`src/hdl/cms_regs.svh`:
```
`ifndef CMS_REGS_SVH
`define CMS_REGS_SVH
// bit positions inside the two special registers
`define CMS_MASK_BIT 0
`define CMS_SPSEL_BIT 1
// special register selector on the read/write instruction port
`define CMS_SEL_MASK 1'b0
`define CMS_SEL_CTRL 1'b1
// reset values
`define CMS_MASK_RST 1'b0
`define CMS_SPSEL_RST 1'b0
// transfer size codes
`define CMS_SIZE_BYTE 2'h0
`define CMS_SIZE_HALF 2'h1
`define CMS_SIZE_WORD 2'h2
// posted write classes
`define CMS_CLS_NORMAL 2'h0
`define CMS_CLS_DEV_NS 2'h1
`define CMS_CLS_DEV_SH 2'h2
// memory map, top address nibble where each region starts
`define CMS_NIB_PERIPH 4'h4
`define CMS_NIB_EXTRAM 4'h6
`define CMS_NIB_EXTDEV 4'ha
`define CMS_NIB_SYSTEM 4'he
// private peripheral bus page, address bits 31:20
`define CMS_PPB_PAGE 12'he00
`endif

```
`src/hdl/cms_pkg.sv`:
```
package cms_pkg;
    // memory type of a region
    typedef enum logic [1:0] {cms_normal, cms_device, cms_strong} cms_mem_type_t;
    // access sequencer states
    typedef enum logic [1:0] {st_idle, st_order, st_bus} cms_state_t;
endpackage

```
`src/hdl/cms_region_decode.sv`:
```
`timescale 1ns/100ps
`include "cms_regs.svh"
// fixed, non-relocatable map over the whole 4GB space
module cms_region_decode (
    input wire logic [31:0] addr,
    output wire cms_pkg::cms_mem_type_t mem_type,
    output wire logic xn,
    output wire logic private_peripheral_bus
);
    wire [3:0] nib = addr[31:28]; // region index
    // code, sram and external ram hold programs
    wire is_normal = (nib < `CMS_NIB_PERIPH) || (nib >= `CMS_NIB_EXTRAM && nib < `CMS_NIB_EXTDEV);
    // private peripheral bus is strongly ordered
    assign private_peripheral_bus = (addr[31:20] == `CMS_PPB_PAGE);
    assign mem_type = private_peripheral_bus ? cms_pkg::cms_strong :
                      (is_normal ? cms_pkg::cms_normal : cms_pkg::cms_device);
    // every device and strongly ordered region is execute never
    assign xn = !is_normal;
endmodule

```
`src/hdl/cms_lane_steer.sv`:
```
`timescale 1ns/100ps
`include "cms_regs.svh"
// little-endian byte lane steering for word, halfword and byte
module cms_lane_steer (
    input wire logic [1:0] addr_lo,
    input wire logic [1:0] size,
    input wire logic [31:0] wdata,
    input wire logic [31:0] bus_rdata,
    output wire logic [3:0] be,
    output wire logic [31:0] lane_wdata,
    output wire logic [31:0] rdata,
    output wire logic misaligned
);
    wire is_byte = (size == `CMS_SIZE_BYTE); // 8-bit
    wire is_half = (size == `CMS_SIZE_HALF); // 16-bit
    wire is_word = (size == `CMS_SIZE_WORD); // 32-bit
    // lowest address holds the least significant byte
    wire [31:0] shifted = bus_rdata >> {addr_lo, 3'h0};
    // natural alignment only; an unknown size code is treated as misaligned
    assign misaligned = is_half ? addr_lo[0] : (is_word ? |addr_lo : !is_byte);
    assign be = is_byte ? (4'h1 << addr_lo) : (is_half ? (4'h3 << addr_lo) : 4'hf);
    // replicate narrow data onto every lane it may land on
    assign lane_wdata = is_byte ? {4{wdata[7:0]}} : (is_half ? {2{wdata[15:0]}} : wdata);
    // zero-extended read data
    assign rdata = is_byte ? {24'h0, shifted[7:0]} :
                   (is_half ? {16'h0, shifted[15:0]} : bus_rdata);
endmodule

```
`src/hdl/cms_core_ctrl.sv`:
```
`timescale 1ns/100ps
`include "cms_regs.svh"
// Operation
// mask bit blocks configurable priority exceptions
// mask changed by special writes and cps
// control bit 1 selects main or process stack
// handler mode: select reads zero, writes ignored
// handler mode always uses main stack
// exception entry and return update control
// thread mode defaults to main stack
// new stack used after sync barrier
// every exception except reset runs in handler
// word, halfword and byte transfers supported
// all accesses are little-endian
// fixed 4GB map with typed regions
// normal accesses may pass pending writes
// device keeps order among device accesses
// strongly ordered keeps order against everything
// device writes may post, strong never
// fetch from execute-never region raises fatal fault
// barrier request waits for all outstanding writes
// ordered pairs observed in program order
module cms_core_ctrl #(
    parameter int CNT_W = 4 // posted write counter width per class
) (
    input wire logic clk,
    input wire logic rst,
    // special register instructions
    input wire logic sr_valid,
    input wire logic sr_write,
    input wire logic sr_sel,
    input wire logic [31:0] sr_wdata,
    output logic [31:0] sr_rdata,
    input wire logic cps_valid,
    input wire logic cps_set,
    input wire logic isb_valid,
    // exception sequencing
    input wire logic exc_entry,
    input wire logic exc_return,
    input wire logic exc_return_thread,
    input wire logic exc_return_psp,
    input wire logic irq_cfg_pending,
    output logic exc_cfg_take,
    output logic handler_mode,
    output logic psp_active,
    output logic mask_level,
    // memory requests from the pipeline
    input wire logic mreq_valid,
    output logic mreq_ready,
    input wire logic [31:0] mreq_addr,
    input wire logic mreq_write,
    input wire logic [1:0] mreq_size,
    input wire logic [31:0] mreq_wdata,
    input wire logic mreq_fetch,
    input wire logic mreq_shareable,
    input wire logic mreq_barrier,
    output logic mresp_valid,
    output logic mresp_fault,
    output logic [31:0] mresp_rdata,
    output logic fatal_fault,
    // memory system side
    output logic bus_valid,
    output logic [31:0] bus_addr,
    output logic bus_write,
    output logic [3:0] bus_be,
    output logic [31:0] bus_wdata,
    output logic bus_bufferable,
    output logic bus_fetch,
    input wire logic bus_ack,
    input wire logic [31:0] bus_rdata,
    input wire logic bus_wr_done,
    input wire logic [1:0] bus_wr_done_class
);
    // special register state
    logic mask; // priority mask bit
    logic spsel; // stored stack select bit
    logic next_mask;
    logic next_spsel;
    logic next_handler;
    logic next_psp;

    // decoded special register accesses
    wire msr_mask = sr_valid && sr_write && (sr_sel == `CMS_SEL_MASK);
    wire msr_ctrl = sr_valid && sr_write && (sr_sel == `CMS_SEL_CTRL);
    wire mrs_any = sr_valid && !sr_write;
    wire ret_thread = exc_return && exc_return_thread;

    // cps wins over a write in the same cycle, it is the later effect
    assign next_mask = cps_valid ? cps_set : (msr_mask ? sr_wdata[`CMS_MASK_BIT] : mask);

    // entry forces main stack, return restores the thread choice
    assign next_spsel = exc_entry ? 1'b0 :
                        (ret_thread ? exc_return_psp :
                        ((msr_ctrl && !handler_mode) ? sr_wdata[`CMS_SPSEL_BIT] : spsel));

    // handler mode for every exception; reset leaves us in thread
    assign next_handler = exc_entry ? 1'b1 : (ret_thread ? 1'b0 : handler_mode);

    // the live stack only follows the bit at a barrier, entry or return
    assign next_psp = exc_entry ? 1'b0 :
                      (ret_thread ? exc_return_psp :
                      ((isb_valid && !handler_mode) ? spsel : psp_active));

    // readback value, select bit hidden in handler mode
    wire [31:0] rd_mask = {31'h0, mask};
    wire [31:0] rd_ctrl = {30'h0, spsel && !handler_mode, 1'b0};
    wire [31:0] rd_value = (sr_sel == `CMS_SEL_MASK) ? rd_mask : rd_ctrl;

    // special registers and mode
    always_ff @(posedge clk or posedge rst) begin
        if (rst) begin
            mask <= `CMS_MASK_RST;
            spsel <= `CMS_SPSEL_RST;
            handler_mode <= 1'b0;
            psp_active <= 1'b0;
            mask_level <= 1'b0;
            exc_cfg_take <= 1'b0;
            sr_rdata <= 32'h0;
        end else begin
            mask <= next_mask;
            spsel <= next_spsel;
            handler_mode <= next_handler;
            psp_active <= next_psp;
            mask_level <= next_mask;
            // taken only while the mask is clear
            exc_cfg_take <= irq_cfg_pending && !mask;
            if (mrs_any) begin
                sr_rdata <= rd_value;
            end
        end
    end

    // request holding register
    cms_pkg::cms_state_t state;
    logic [31:0] h_addr;
    logic h_write;
    logic [1:0] h_size;
    logic [31:0] h_wdata;
    logic h_fetch;
    logic h_share;
    logic h_barrier;

    // attributes of the held request
    cms_pkg::cms_mem_type_t h_type;
    logic h_xn;
    logic h_ppb;
    logic [3:0] h_be;
    logic [31:0] h_lanes;
    logic [31:0] h_rdata;
    logic h_misaligned;

    cms_region_decode u_decode (
        .addr(h_addr),
        .mem_type(h_type),
        .xn(h_xn),
        .private_peripheral_bus(h_ppb)
    );

    cms_lane_steer u_lanes (
        .addr_lo(h_addr[1:0]),
        .size(h_size),
        .wdata(h_wdata),
        .bus_rdata(bus_rdata),
        .be(h_be),
        .lane_wdata(h_lanes),
        .rdata(h_rdata),
        .misaligned(h_misaligned)
    );

    // faults are found before anything reaches the bus
    wire is_strong = (h_type == cms_pkg::cms_strong);
    wire is_device = (h_type == cms_pkg::cms_device);
    wire fault_xn = h_fetch && h_xn && !h_barrier;
    wire fault_ppb = h_ppb && (h_size != `CMS_SIZE_WORD) && !h_barrier;
    wire fault_any = fault_xn || fault_ppb || (h_misaligned && !h_barrier);

    // strong writes are never posted, device and normal writes may be
    wire bufferable = h_write && !is_strong;
    wire [1:0] h_cls = is_device ? (h_share ? `CMS_CLS_DEV_SH : `CMS_CLS_DEV_NS) : `CMS_CLS_NORMAL;

    // outstanding posted writes per class
    logic [CNT_W-1:0] cnt [3];
    logic [CNT_W-1:0] next_cnt [3];
    wire post_done = (state == cms_pkg::st_bus) && bus_ack && bus_write && bus_bufferable;
    wire all_clear = (cnt[0] == '0) && (cnt[1] == '0) && (cnt[2] == '0);
    wire dev_clear = (cnt[1] == '0) && (cnt[2] == '0);
    wire cls_full = (cnt[h_cls] == {CNT_W{1'b1}}); // a full counter stalls, never wraps

    // ordering gate; device waits only on device, which keeps the pairs in order
    wire order_ok = (h_barrier || is_strong) ? all_clear :
                    (is_device ? (dev_clear && !cls_full) : !cls_full);

    // counters: post increments at acceptance, memory reports retirement
    always_comb begin
        for (int i = 0; i < 3; i++) begin
            next_cnt[i] = cnt[i];
            if (post_done && (h_cls == 2'(i))) begin
                next_cnt[i] = next_cnt[i] + CNT_W'(1);
            end
            if (bus_wr_done && (bus_wr_done_class == 2'(i))) begin
                next_cnt[i] = next_cnt[i] - CNT_W'(1);
            end
        end
    end

    always_ff @(posedge clk or posedge rst) begin
        if (rst) begin
            for (int i = 0; i < 3; i++) begin
                cnt[i] <= '0;
            end
        end else begin
            for (int i = 0; i < 3; i++) begin
                cnt[i] <= next_cnt[i];
            end
        end
    end

    // capture a request while idle
    wire take_req = (state == cms_pkg::st_idle) && mreq_valid && mreq_ready;

    always_ff @(posedge clk or posedge rst) begin
        if (rst) begin
            h_addr <= 32'h0;
            h_write <= 1'b0;
            h_size <= 2'h0;
            h_wdata <= 32'h0;
            h_fetch <= 1'b0;
            h_share <= 1'b0;
            h_barrier <= 1'b0;
        end else if (take_req) begin
            h_addr <= mreq_addr;
            h_write <= mreq_write && !mreq_fetch;
            h_size <= mreq_size;
            h_wdata <= mreq_wdata;
            h_fetch <= mreq_fetch;
            h_share <= mreq_shareable;
            h_barrier <= mreq_barrier;
        end
    end

    // access sequencer: one request in flight, bus held until acknowledged
    always_ff @(posedge clk or posedge rst) begin
        if (rst) begin
            state <= cms_pkg::st_idle;
            mreq_ready <= 1'b1;
            mresp_valid <= 1'b0;
            mresp_fault <= 1'b0;
            mresp_rdata <= 32'h0;
            fatal_fault <= 1'b0;
            bus_valid <= 1'b0;
            bus_addr <= 32'h0;
            bus_write <= 1'b0;
            bus_be <= 4'h0;
            bus_wdata <= 32'h0;
            bus_bufferable <= 1'b0;
            bus_fetch <= 1'b0;
        end else begin
            mresp_valid <= 1'b0;
            mresp_fault <= 1'b0;
            fatal_fault <= 1'b0;
            case (state)
                cms_pkg::st_idle: begin
                    // not ready from each accept until its response is given
                    if (take_req) begin
                        mreq_ready <= 1'b0;
                        state <= cms_pkg::st_order;
                    end
                end
                cms_pkg::st_order: begin
                    if (fault_any) begin
                        // answered at once with a fault, nothing issued
                        mresp_valid <= 1'b1;
                        mresp_fault <= 1'b1;
                        fatal_fault <= fault_xn;
                        mreq_ready <= 1'b1;
                        state <= cms_pkg::st_idle;
                    end else if (order_ok && h_barrier) begin
                        // barrier completes once everything has drained
                        mresp_valid <= 1'b1;
                        mreq_ready <= 1'b1;
                        state <= cms_pkg::st_idle;
                    end else if (order_ok) begin
                        bus_valid <= 1'b1;
                        bus_addr <= h_addr;
                        bus_write <= h_write;
                        bus_be <= h_be;
                        bus_wdata <= h_lanes;
                        bus_bufferable <= bufferable;
                        bus_fetch <= h_fetch;
                        state <= cms_pkg::st_bus;
                    end
                end
                cms_pkg::st_bus: begin
                    if (bus_ack) begin
                        bus_valid <= 1'b0;
                        mresp_valid <= 1'b1;
                        mresp_rdata <= h_write ? 32'h0 : h_rdata;
                        mreq_ready <= 1'b1;
                        state <= cms_pkg::st_idle;
                    end
                end
                default: begin
                    state <= cms_pkg::st_idle;
                    mreq_ready <= 1'b1;
                    bus_valid <= 1'b0;
                end
            endcase
        end
    end

    // checks next to the logic they guard
    a_mask_blocks_take: assert property (@(posedge clk) disable iff (rst)
        mask |=> !exc_cfg_take) else $error("exception taken while masked");

    a_cps_sets_mask: assert property (@(posedge clk) disable iff (rst)
        cps_valid |=> (mask_level == $past(cps_set))) else $error("cps did not set mask");

    a_handler_read_zero: assert property (@(posedge clk) disable iff (rst)
        (mrs_any && sr_sel == `CMS_SEL_CTRL && handler_mode) |=> (sr_rdata == 32'h0))
        else $error("select bit visible in handler mode");

    a_handler_main_stack: assert property (@(posedge clk) disable iff (rst)
        handler_mode |-> !psp_active) else $error("process stack used in handler mode");

    a_entry_clears_sel: assert property (@(posedge clk) disable iff (rst)
        exc_entry |=> (handler_mode && !spsel && !psp_active)) else $error("entry did not reset stack");

    a_isb_applies_sel: assert property (@(posedge clk) disable iff (rst)
        (isb_valid && !handler_mode && !exc_entry && !exc_return) |=> (psp_active == $past(spsel)))
        else $error("barrier did not apply stack select");

    a_xn_fetch_fault: assert property (@(posedge clk) disable iff (rst)
        (state == cms_pkg::st_order && fault_xn) |=> (fatal_fault && mresp_fault && !bus_valid))
        else $error("execute never fetch not faulted");

    a_strong_unposted: assert property (@(posedge clk) disable iff (rst)
        (bus_valid && is_strong) |-> !bus_bufferable) else $error("strong write posted");

    a_strong_drained: assert property (@(posedge clk) disable iff (rst)
        $rose(bus_valid) && is_strong |-> $past(all_clear)) else $error("strong access overtook writes");

    a_word_lanes: assert property (@(posedge clk) disable iff (rst)
        (bus_valid && h_size == `CMS_SIZE_WORD) |-> (bus_be == 4'hf)) else $error("word lanes wrong");
endmodule

```
`config.mk`:
```
export PLATFORM = sky130hd
export DESIGN_NAME = cms_core_ctrl
export DESIGN_NICKNAME = d
export VERILOG_FILES = /design/src/hdl/cms_pkg.sv /design/src/hdl/cms_region_decode.sv /design/src/hdl/cms_lane_steer.sv /design/src/hdl/cms_core_ctrl.sv
export VERILOG_INCLUDE_DIRS = /design/src /design/src/hdl
export SDC_FILE = /design/constraint.sdc
export NUM_CORES = 1
export LEC_CHECK = 0
export ABC_AREA = 1
export BUFFER_PORTS_ARGS = -buffer_cell sky130_fd_sc_hd__buf_2
export CELL_PAD_IN_SITES_DETAIL_PLACEMENT = 0
export CELL_PAD_IN_SITES_GLOBAL_PLACEMENT = 2
export CORE_ASPECT_RATIO = 1.4
export CORE_MARGIN = 2
export CORE_UTILIZATION = 29
export DETAILED_ROUTE_END_ITERATION = 8
export PLACE_DENSITY = 0.91
export SYNTH_ARGS = -nofsm -noshare
export SYNTH_HDL_FRONTEND = slang
export SYNTH_HIERARCHICAL = 1
export SYNTH_SLANG_ARGS = --single-unit
```
`constraint.sdc`:
```
create_clock -name clk -period 7.5 [get_ports clk]
set_input_delay 1.125 -clock clk [delete_from_list [all_inputs] [get_ports clk]]
set_output_delay 1.125 -clock clk [all_outputs]
set_load 0.005 [all_outputs]
```
==> results of run 1 <==
[cells by family after synthesis]
kind of cell | count (synthesis) | synth area share
AOI/OAI and AO/OA | 210 | 0.112
xor gates and xnor gates | 18 | 0.0157
adders and majority gates | 18 | 0.0224
buffers and inverters | 260 | 0.125
DFF | 199 | 0.496
other | 1 | 0.000373
and+or+nand+nor | 560 | 0.228
[cell usage after synthesis (2+ instances only)]
cell type	n
nand3_1	26
xor2_1	18
buf_2	15
dfrtp_1	198
nor3_1	12
o211ai_1	7
nand2_4	2
buf_6	12
o31ai_1	2
inv_2	6
o21ai_0	98
clkinv_1	2
o21ai_2	14
nor2_2	2
nand2_2	12
nand4_1	9
nor4_1	6
a21oi_1	15
nand2_1	410
buf_4	42
o21ai_1	72
inv_1	155
nor2_1	74
clkbuf_1	26
ha_1	18
[per-layer routing]
| metal | up-vias | GRT usage | routed length, um |
|---|---|---|---|
| li1 | 4241 | - | - |
| met1 | 3863 | 0.197 | 12000 |
| met2 | 218 | 0.280 | 14200 |
| met3 | 26 | 0.0328 | 1420 |
| met4 | 2 | 0.0553 | 536 |
| met5 | - | 0 | 13 |
[area by class of cell]
class	count	area, um^2	area share
sequential	199	4980	0.417
multi-input combinational	836	3930	0.329
timing repair buffer	244	1240	0.104
inverter	164	627	0.0525
tap	451	564	0.0473
clock buffer	23	468	0.0392
clock inverter	7	120	0.0101
antenna	1	2.50	0.000210
[report_power, final]
| part | total [mW] | switching (mW) | internal, mW | leakage, nW |
|---|---|---|---|---|
| clock network | 0.955 | 0.415 | 0.541 | 0.284 |
| logic | 2.06 | 1.31 | 0.749 | 3.66 |
| registers | 1.87 | 0.317 | 1.56 | 2.53 |
| total | 4.89 | 2.04 | 2.85 | 6.48 |
[state kept, by name, summed over array words and instances (netlist names), 2 cells and up]
register,count
h_wdata,32
state,2
h_addr,32
bus_addr,32
cnt,12
sr_rdata,2
h_size,2
bus_wdata,32
mresp_rdata,32
bus_be,4
[final timing paths]
path	endpoint	slack [ns]	depth (start not counted)
worst min-delay path	bus_valid	0.48	2
worst min register to register	bus_valid	0.48	2
min in group asynchronous	bus_addr[26]	0.86	2
max in group asynchronous	cnt[6]	5.10	3
worst max register to register	bus_wdata[31]	4.26	10
worst max-delay path	bus_wdata[31]	4.26	10
[tightest hold or removal path, delay by kind of cell, from the launching register on]
kind | cells | cell delay (ns)
and+or+nand+nor | 2 | 0.10
DFF | 1 | 0.34
[through the flow]
stage                     utilization  cell area (um^2)
after global placement          0.332             11300
after CTS                       0.350             11900
after global routing            0.350             11900
final                           0.350             11900
after floorplan                     -             10200
after detailed placement        0.332             11300
==> flow_metrics.tcl, run 1 <==
set metrics [dict create \
    synth_largest_area_cell "dfrtp_1" \
    cts_buffers 17 \
    cp-startpoint "h_addr[1]" \
    n_fill_cell 3660 \
    num_io_pins 296 \
    finalSetupTns_ns 0 \
    synth_area_leaders "dfrtp_1, nand2_1, inv_1" \
    holdCritPathClass "reg -> reg" \
    syn_to_final_growth_pct 18.8 \
    clk_pin_slew_worst_paths_ns 0.07 \
    required_ns 7.87 \
    grt_pass1_wl_mm 44.8 \
    stdcell_count 1925 \
    finClkSkew_ns 0.00926 \
    globalRouteTotalUtil 0.161 \
    crit_type "reg -> reg" \
    first_iter_violations 400 \
    tritoncts "yes" \
    path_delay_family "buffers and inverters" \
    die_y_um 224 \
    die_x_um 161 \
    final_common_cell "nand2_1" \
    fmax_mhz 309 \
    worstMarginPinSlew_ns 0.976 \
    grt_pass1_vias 8168 \
    dieArea_mm2 0.0362 \
    drive_gt1_frac 0.216 \
    synth-seq-cells 199 \
    finalCritPeriodShare 0.431 \
    max-cap-violations 0 \
    clk_latency_ns 0.45 \
    dp.cells 1894 \
    rows 80 \
    ant_nets 0 \
    maxSlewHeadroom 0.349 \
    rsz0062_at_grt "false" \
    drcViolationCount 0 \
    yosysUniqueCellTypes 38 \
    synth_top_area_frac 0.493 \
    cp_slowest_cell "dfrtp_1" \
    p_per_area_mw_per_mm2 410 \
    holdBufCountCts 0 \
    antenna_found_initial 2 \
    cp_slowest_stage_delay_ns 0.78 \
    place_ws_ns 4.23 \
    cp-end-kind "flip-flop" \
    ir_drop_mv 0.149 \
    power_leakage_nw 6.48 \
    nets 1632 \
    vias 8350 \
    crit_buf_inv 2 \
    place_congestion 0.805 \
    synthCells 1266 \
    clk_path_buf_depth 2 \
    status "complete, no violations" \
    htree_levels 4 \
    grt_max_degree 128 \
    ys.flop_type "dfrtp_1" \
    cts_setup_buffers 0 \
    yosys_warnings 6 \
    cts.sinks 199 \
    period_needed_ns 3.24 \
    cp-start-kind "flip-flop" \
    gr-total-overflow 0 \
    yosysSeqAreaShare 0.496 \
    dp_hpwl_mm 20.0 \
    layout_common_cells "nand2_1, buf_2, dfrtp_1, inv_1, o21ai_0" \
    syn_avg_cell_area_um2 7.94 \
    worstPathArrival_ns 3.61 \
    setup_viol 0 \
    power_mw 4.89 \
    min_from "bus_valid" \
    fin_ws_ns 4.26 \
    synth_area_mm2 0.0100 \
    routed_wirelength_mm 28.2 \
    slew_viol_final 0 \
    crit_fanout 68 \
    cts_resized 0 \
    core_area_mm2 0.0341 \
    wl_per_cell_um 14.6 \
    cp_cell_sequence "inv_1, ha_1, nor2_1, nor2_1, a21oi_1, a21oi_1, nand4_4, buf_4, nand2_1, o21ai_1" \
    ys_async_sr_fraction 1.00 \
    initial_utilization 0.294 \
    reg2reg_from "h_addr[1]" \
    via_per_inst 4.34 \
    drt_first_pass_iters 5 \
    synth_edf_count 0 \
    timing_hold_violations_final 0 \
    holdWs_ns 0.478 \
    cts_root_buffer "clkbuf_16" \
    placement.io_buffers 235 \
]
Power figures use the tool's default switching activity.
==> inputs of run 2 (changes only) <==
==> constraint.sdc (replaced) <==
create_clock -name clk -period 3.4 [get_ports clk]
set_input_delay 0.51 -clock clk [delete_from_list [all_inputs] [get_ports clk]]
set_output_delay 0.51 -clock clk [all_outputs]
set_load 0.005 [all_outputs]
==> run 2 against run 1 <==
Effect of this change:
- critical path depth is 8 higher
- clock skew is 0.0021 ns higher
- highest routed layer is now met4
- critical path type unchanged
- register-to-register slack worse by 3.9 ns
- setup slack worse by 3.9 ns
- largest cell class unchanged
==> flow_metrics.tcl, run 2 (synthesized netlist as in run 1, its figures left out) <==
set metrics [dict create \
    dieArea_mm2 0.0362 \
    timing_hold_violations_final 0 \
    p_sw_mw 4.59 \
    ant_nets 0 \
    core_area_mm2 0.0341 \
    first_iter_violations 495 \
    drcViolationCount 0 \
    drt_first_pass_iters 5 \
    required_ns 3.78 \
    placement.io_buffers 235 \
    cts_resized 0 \
    clk_latency_ns 0.45 \
    dp_hpwl_mm 20.1 \
    holdCritPathClass "in -> async" \
    num_io_pins 296 \
    slew_viol_final 0 \
    antenna_found_initial 2 \
    wl_per_cell_um 14.5 \
    cts_setup_buffers 0 \
    cp-end-kind "flip-flop" \
    worstPathArrival_ns 3.43 \
    crit_fanout 136 \
    crit_type "reg -> reg" \
    power_frac_clock 0.186 \
    pwr-share-seq 0.381 \
    cts_buffers 17 \
    register_area_mm2 0.00498 \
    clk_pin_slew_worst_paths_ns 0.08 \
    multiInputGateArea_mm2 0.00393 \
    holdBufCountCts 0 \
    syn_to_final_growth_pct 19.4 \
    p_comb_frac 0.434 \
    finalCritPeriodShare 0.897 \
    p_per_area_mw_per_mm2 894 \
    fmax_mhz 328 \
    layout_common_cells "nand2_1, buf_2, dfrtp_1, inv_1, o21ai_0" \
    gr-total-overflow 0 \
    ir_drop_mv 0.413 \
    rows 80 \
    nets 1638 \
    final_common_cell "nand2_1" \
    die_x_um 161 \
    tritoncts "yes" \
    period_needed_ns 3.05 \
    vias 8412 \
    place_area_mm2 0.0114 \
    finClkSkew_ns 0.0113 \
    cp-start-kind "flip-flop" \
    drive_gt1_frac 0.223 \
    grt_pass1_vias 8177 \
    setup_viol 0 \
    initial_utilization 0.294 \
    grt_pass1_wl_mm 44.3 \
    status "complete, no violations" \
    maxSlewHeadroom 0.374 \
    cts.sinks 199 \
    die_y_um 224 \
    cts_root_buffer "clkbuf_16" \
    place_congestion 0.806 \
    swShare 0.428 \
    via_per_inst 4.35 \
    max-cap-violations 0 \
    worstMarginPinSlew_ns 0.932 \
    routed_wirelength_mm 28.0 \
    finalSetupTns_ns 0 \
    htree_levels 4 \
    rsz0062_at_grt "false" \
    p_int_mw 6.13 \
    power_leakage_nw 6.50 \
    fin_area_mm2 0.0120 \
    clk_path_buf_depth 2 \
    globalRouteTotalUtil 0.158 \
    n_fill_cell 3650 \
    grt_max_degree 137 \
]
run 2: cell types whose count changed in the layout (fill, tap and decap cells not counted):
cell,delta
buf_12,+3
diode_2,+1
clkinvlp_4,+4
inv_8,+2
inv_6,+1
buf_4,+3
clkinv_4,+2
clkbuf_1,-4
bufinv_16,-3
run 2: routing by layer:
metal | vias up | GRT usage | share of wire
li1 | 4268 | - | -
met1 | 3901 | 0.188 | 0.42
met2 | 223 | 0.284 | 0.51
met3 | 20 | 0.0382 | 0.054
met4 | 0 | 0.0418 | 0.013
met5 | - | 0 | 0
run 2: worst max-delay path: stages, from the launching register on:
cell	delay (ns)
dfrtp_1	0.39
nand2_1	0.07
inv_1	0.04
nand2_1	0.05
nor2_1	0.06
a21oi_1	0.63
inv_2	0.12
nor2_4	0.19
nand3_1	0.09
nand3_1	0.08
nand2_1	0.06
clkinv_1	0.04
nand2_1	0.05
nand2_2	0.08
nand2_2	0.09
nand4_4	0.13
buf_12	0.45
nand2_1	0.14
o21ai_2	0.09
run 2: cell type report:
cell class | count | share of cell area
inverters | 164 | 0.0520
flip-flops and latches | 199 | 0.415
multi-input cells | 836 | 0.327
clock buffers | 19 | 0.0378
well taps | 451 | 0.0471
clock inverters | 13 | 0.00939
diodes | 2 | 0.000417
repair buffers | 250 | 0.111
run 2: power groups by stage:
| stage | clock network, mW | registers [mW] | logic (mW) |
|---|---|---|---|
| finish | 1.99 | 4.08 | 4.65 |
| global route | 2.17 | 4.22 | 5.40 |
| CTS | 2.07 | 4.10 | 4.78 |
| detailed placement | 0 | 4.14 | 4.76 |
| global placement | 0 | 4.11 | 4.70 |
| floorplan | 0 | 4.04 | 3.27 |
run 2: path summary, 6_finish.rpt:
check / startpoint / endpoint / slack (ns) / cells past startpoint
max: h_addr[31] / bus_wdata[9] / 0.35 / 18
min: rst / mresp_rdata[9] / 0.20 / 3
max reg2reg: h_addr[31] / bus_wdata[9] / 0.35 / 18
min reg2reg: mask / exc_cfg_take / 0.48 / 1
max in group asynchronous: rst / bus_wdata[8] / 2.63 / 3
min in group clk: mreq_wdata[16] / h_wdata[16] / 0.25 / 3
run 2: per-stage QoR:
step                worst slack, ns  total power [mW]  utilization  std cells  hold slack, ns
floorplan                     0.316              7.31            -       1295           0.449
global placement              0.362              8.81        0.335       1900           0.461
detailed placement            0.341              8.89        0.335       1900           0.466
CTS                           0.318              11.0        0.351       1932           0.222
global route                 0.0180              11.8        0.351       1932           0.229
finish                        0.351              10.7        0.351       1934           0.197
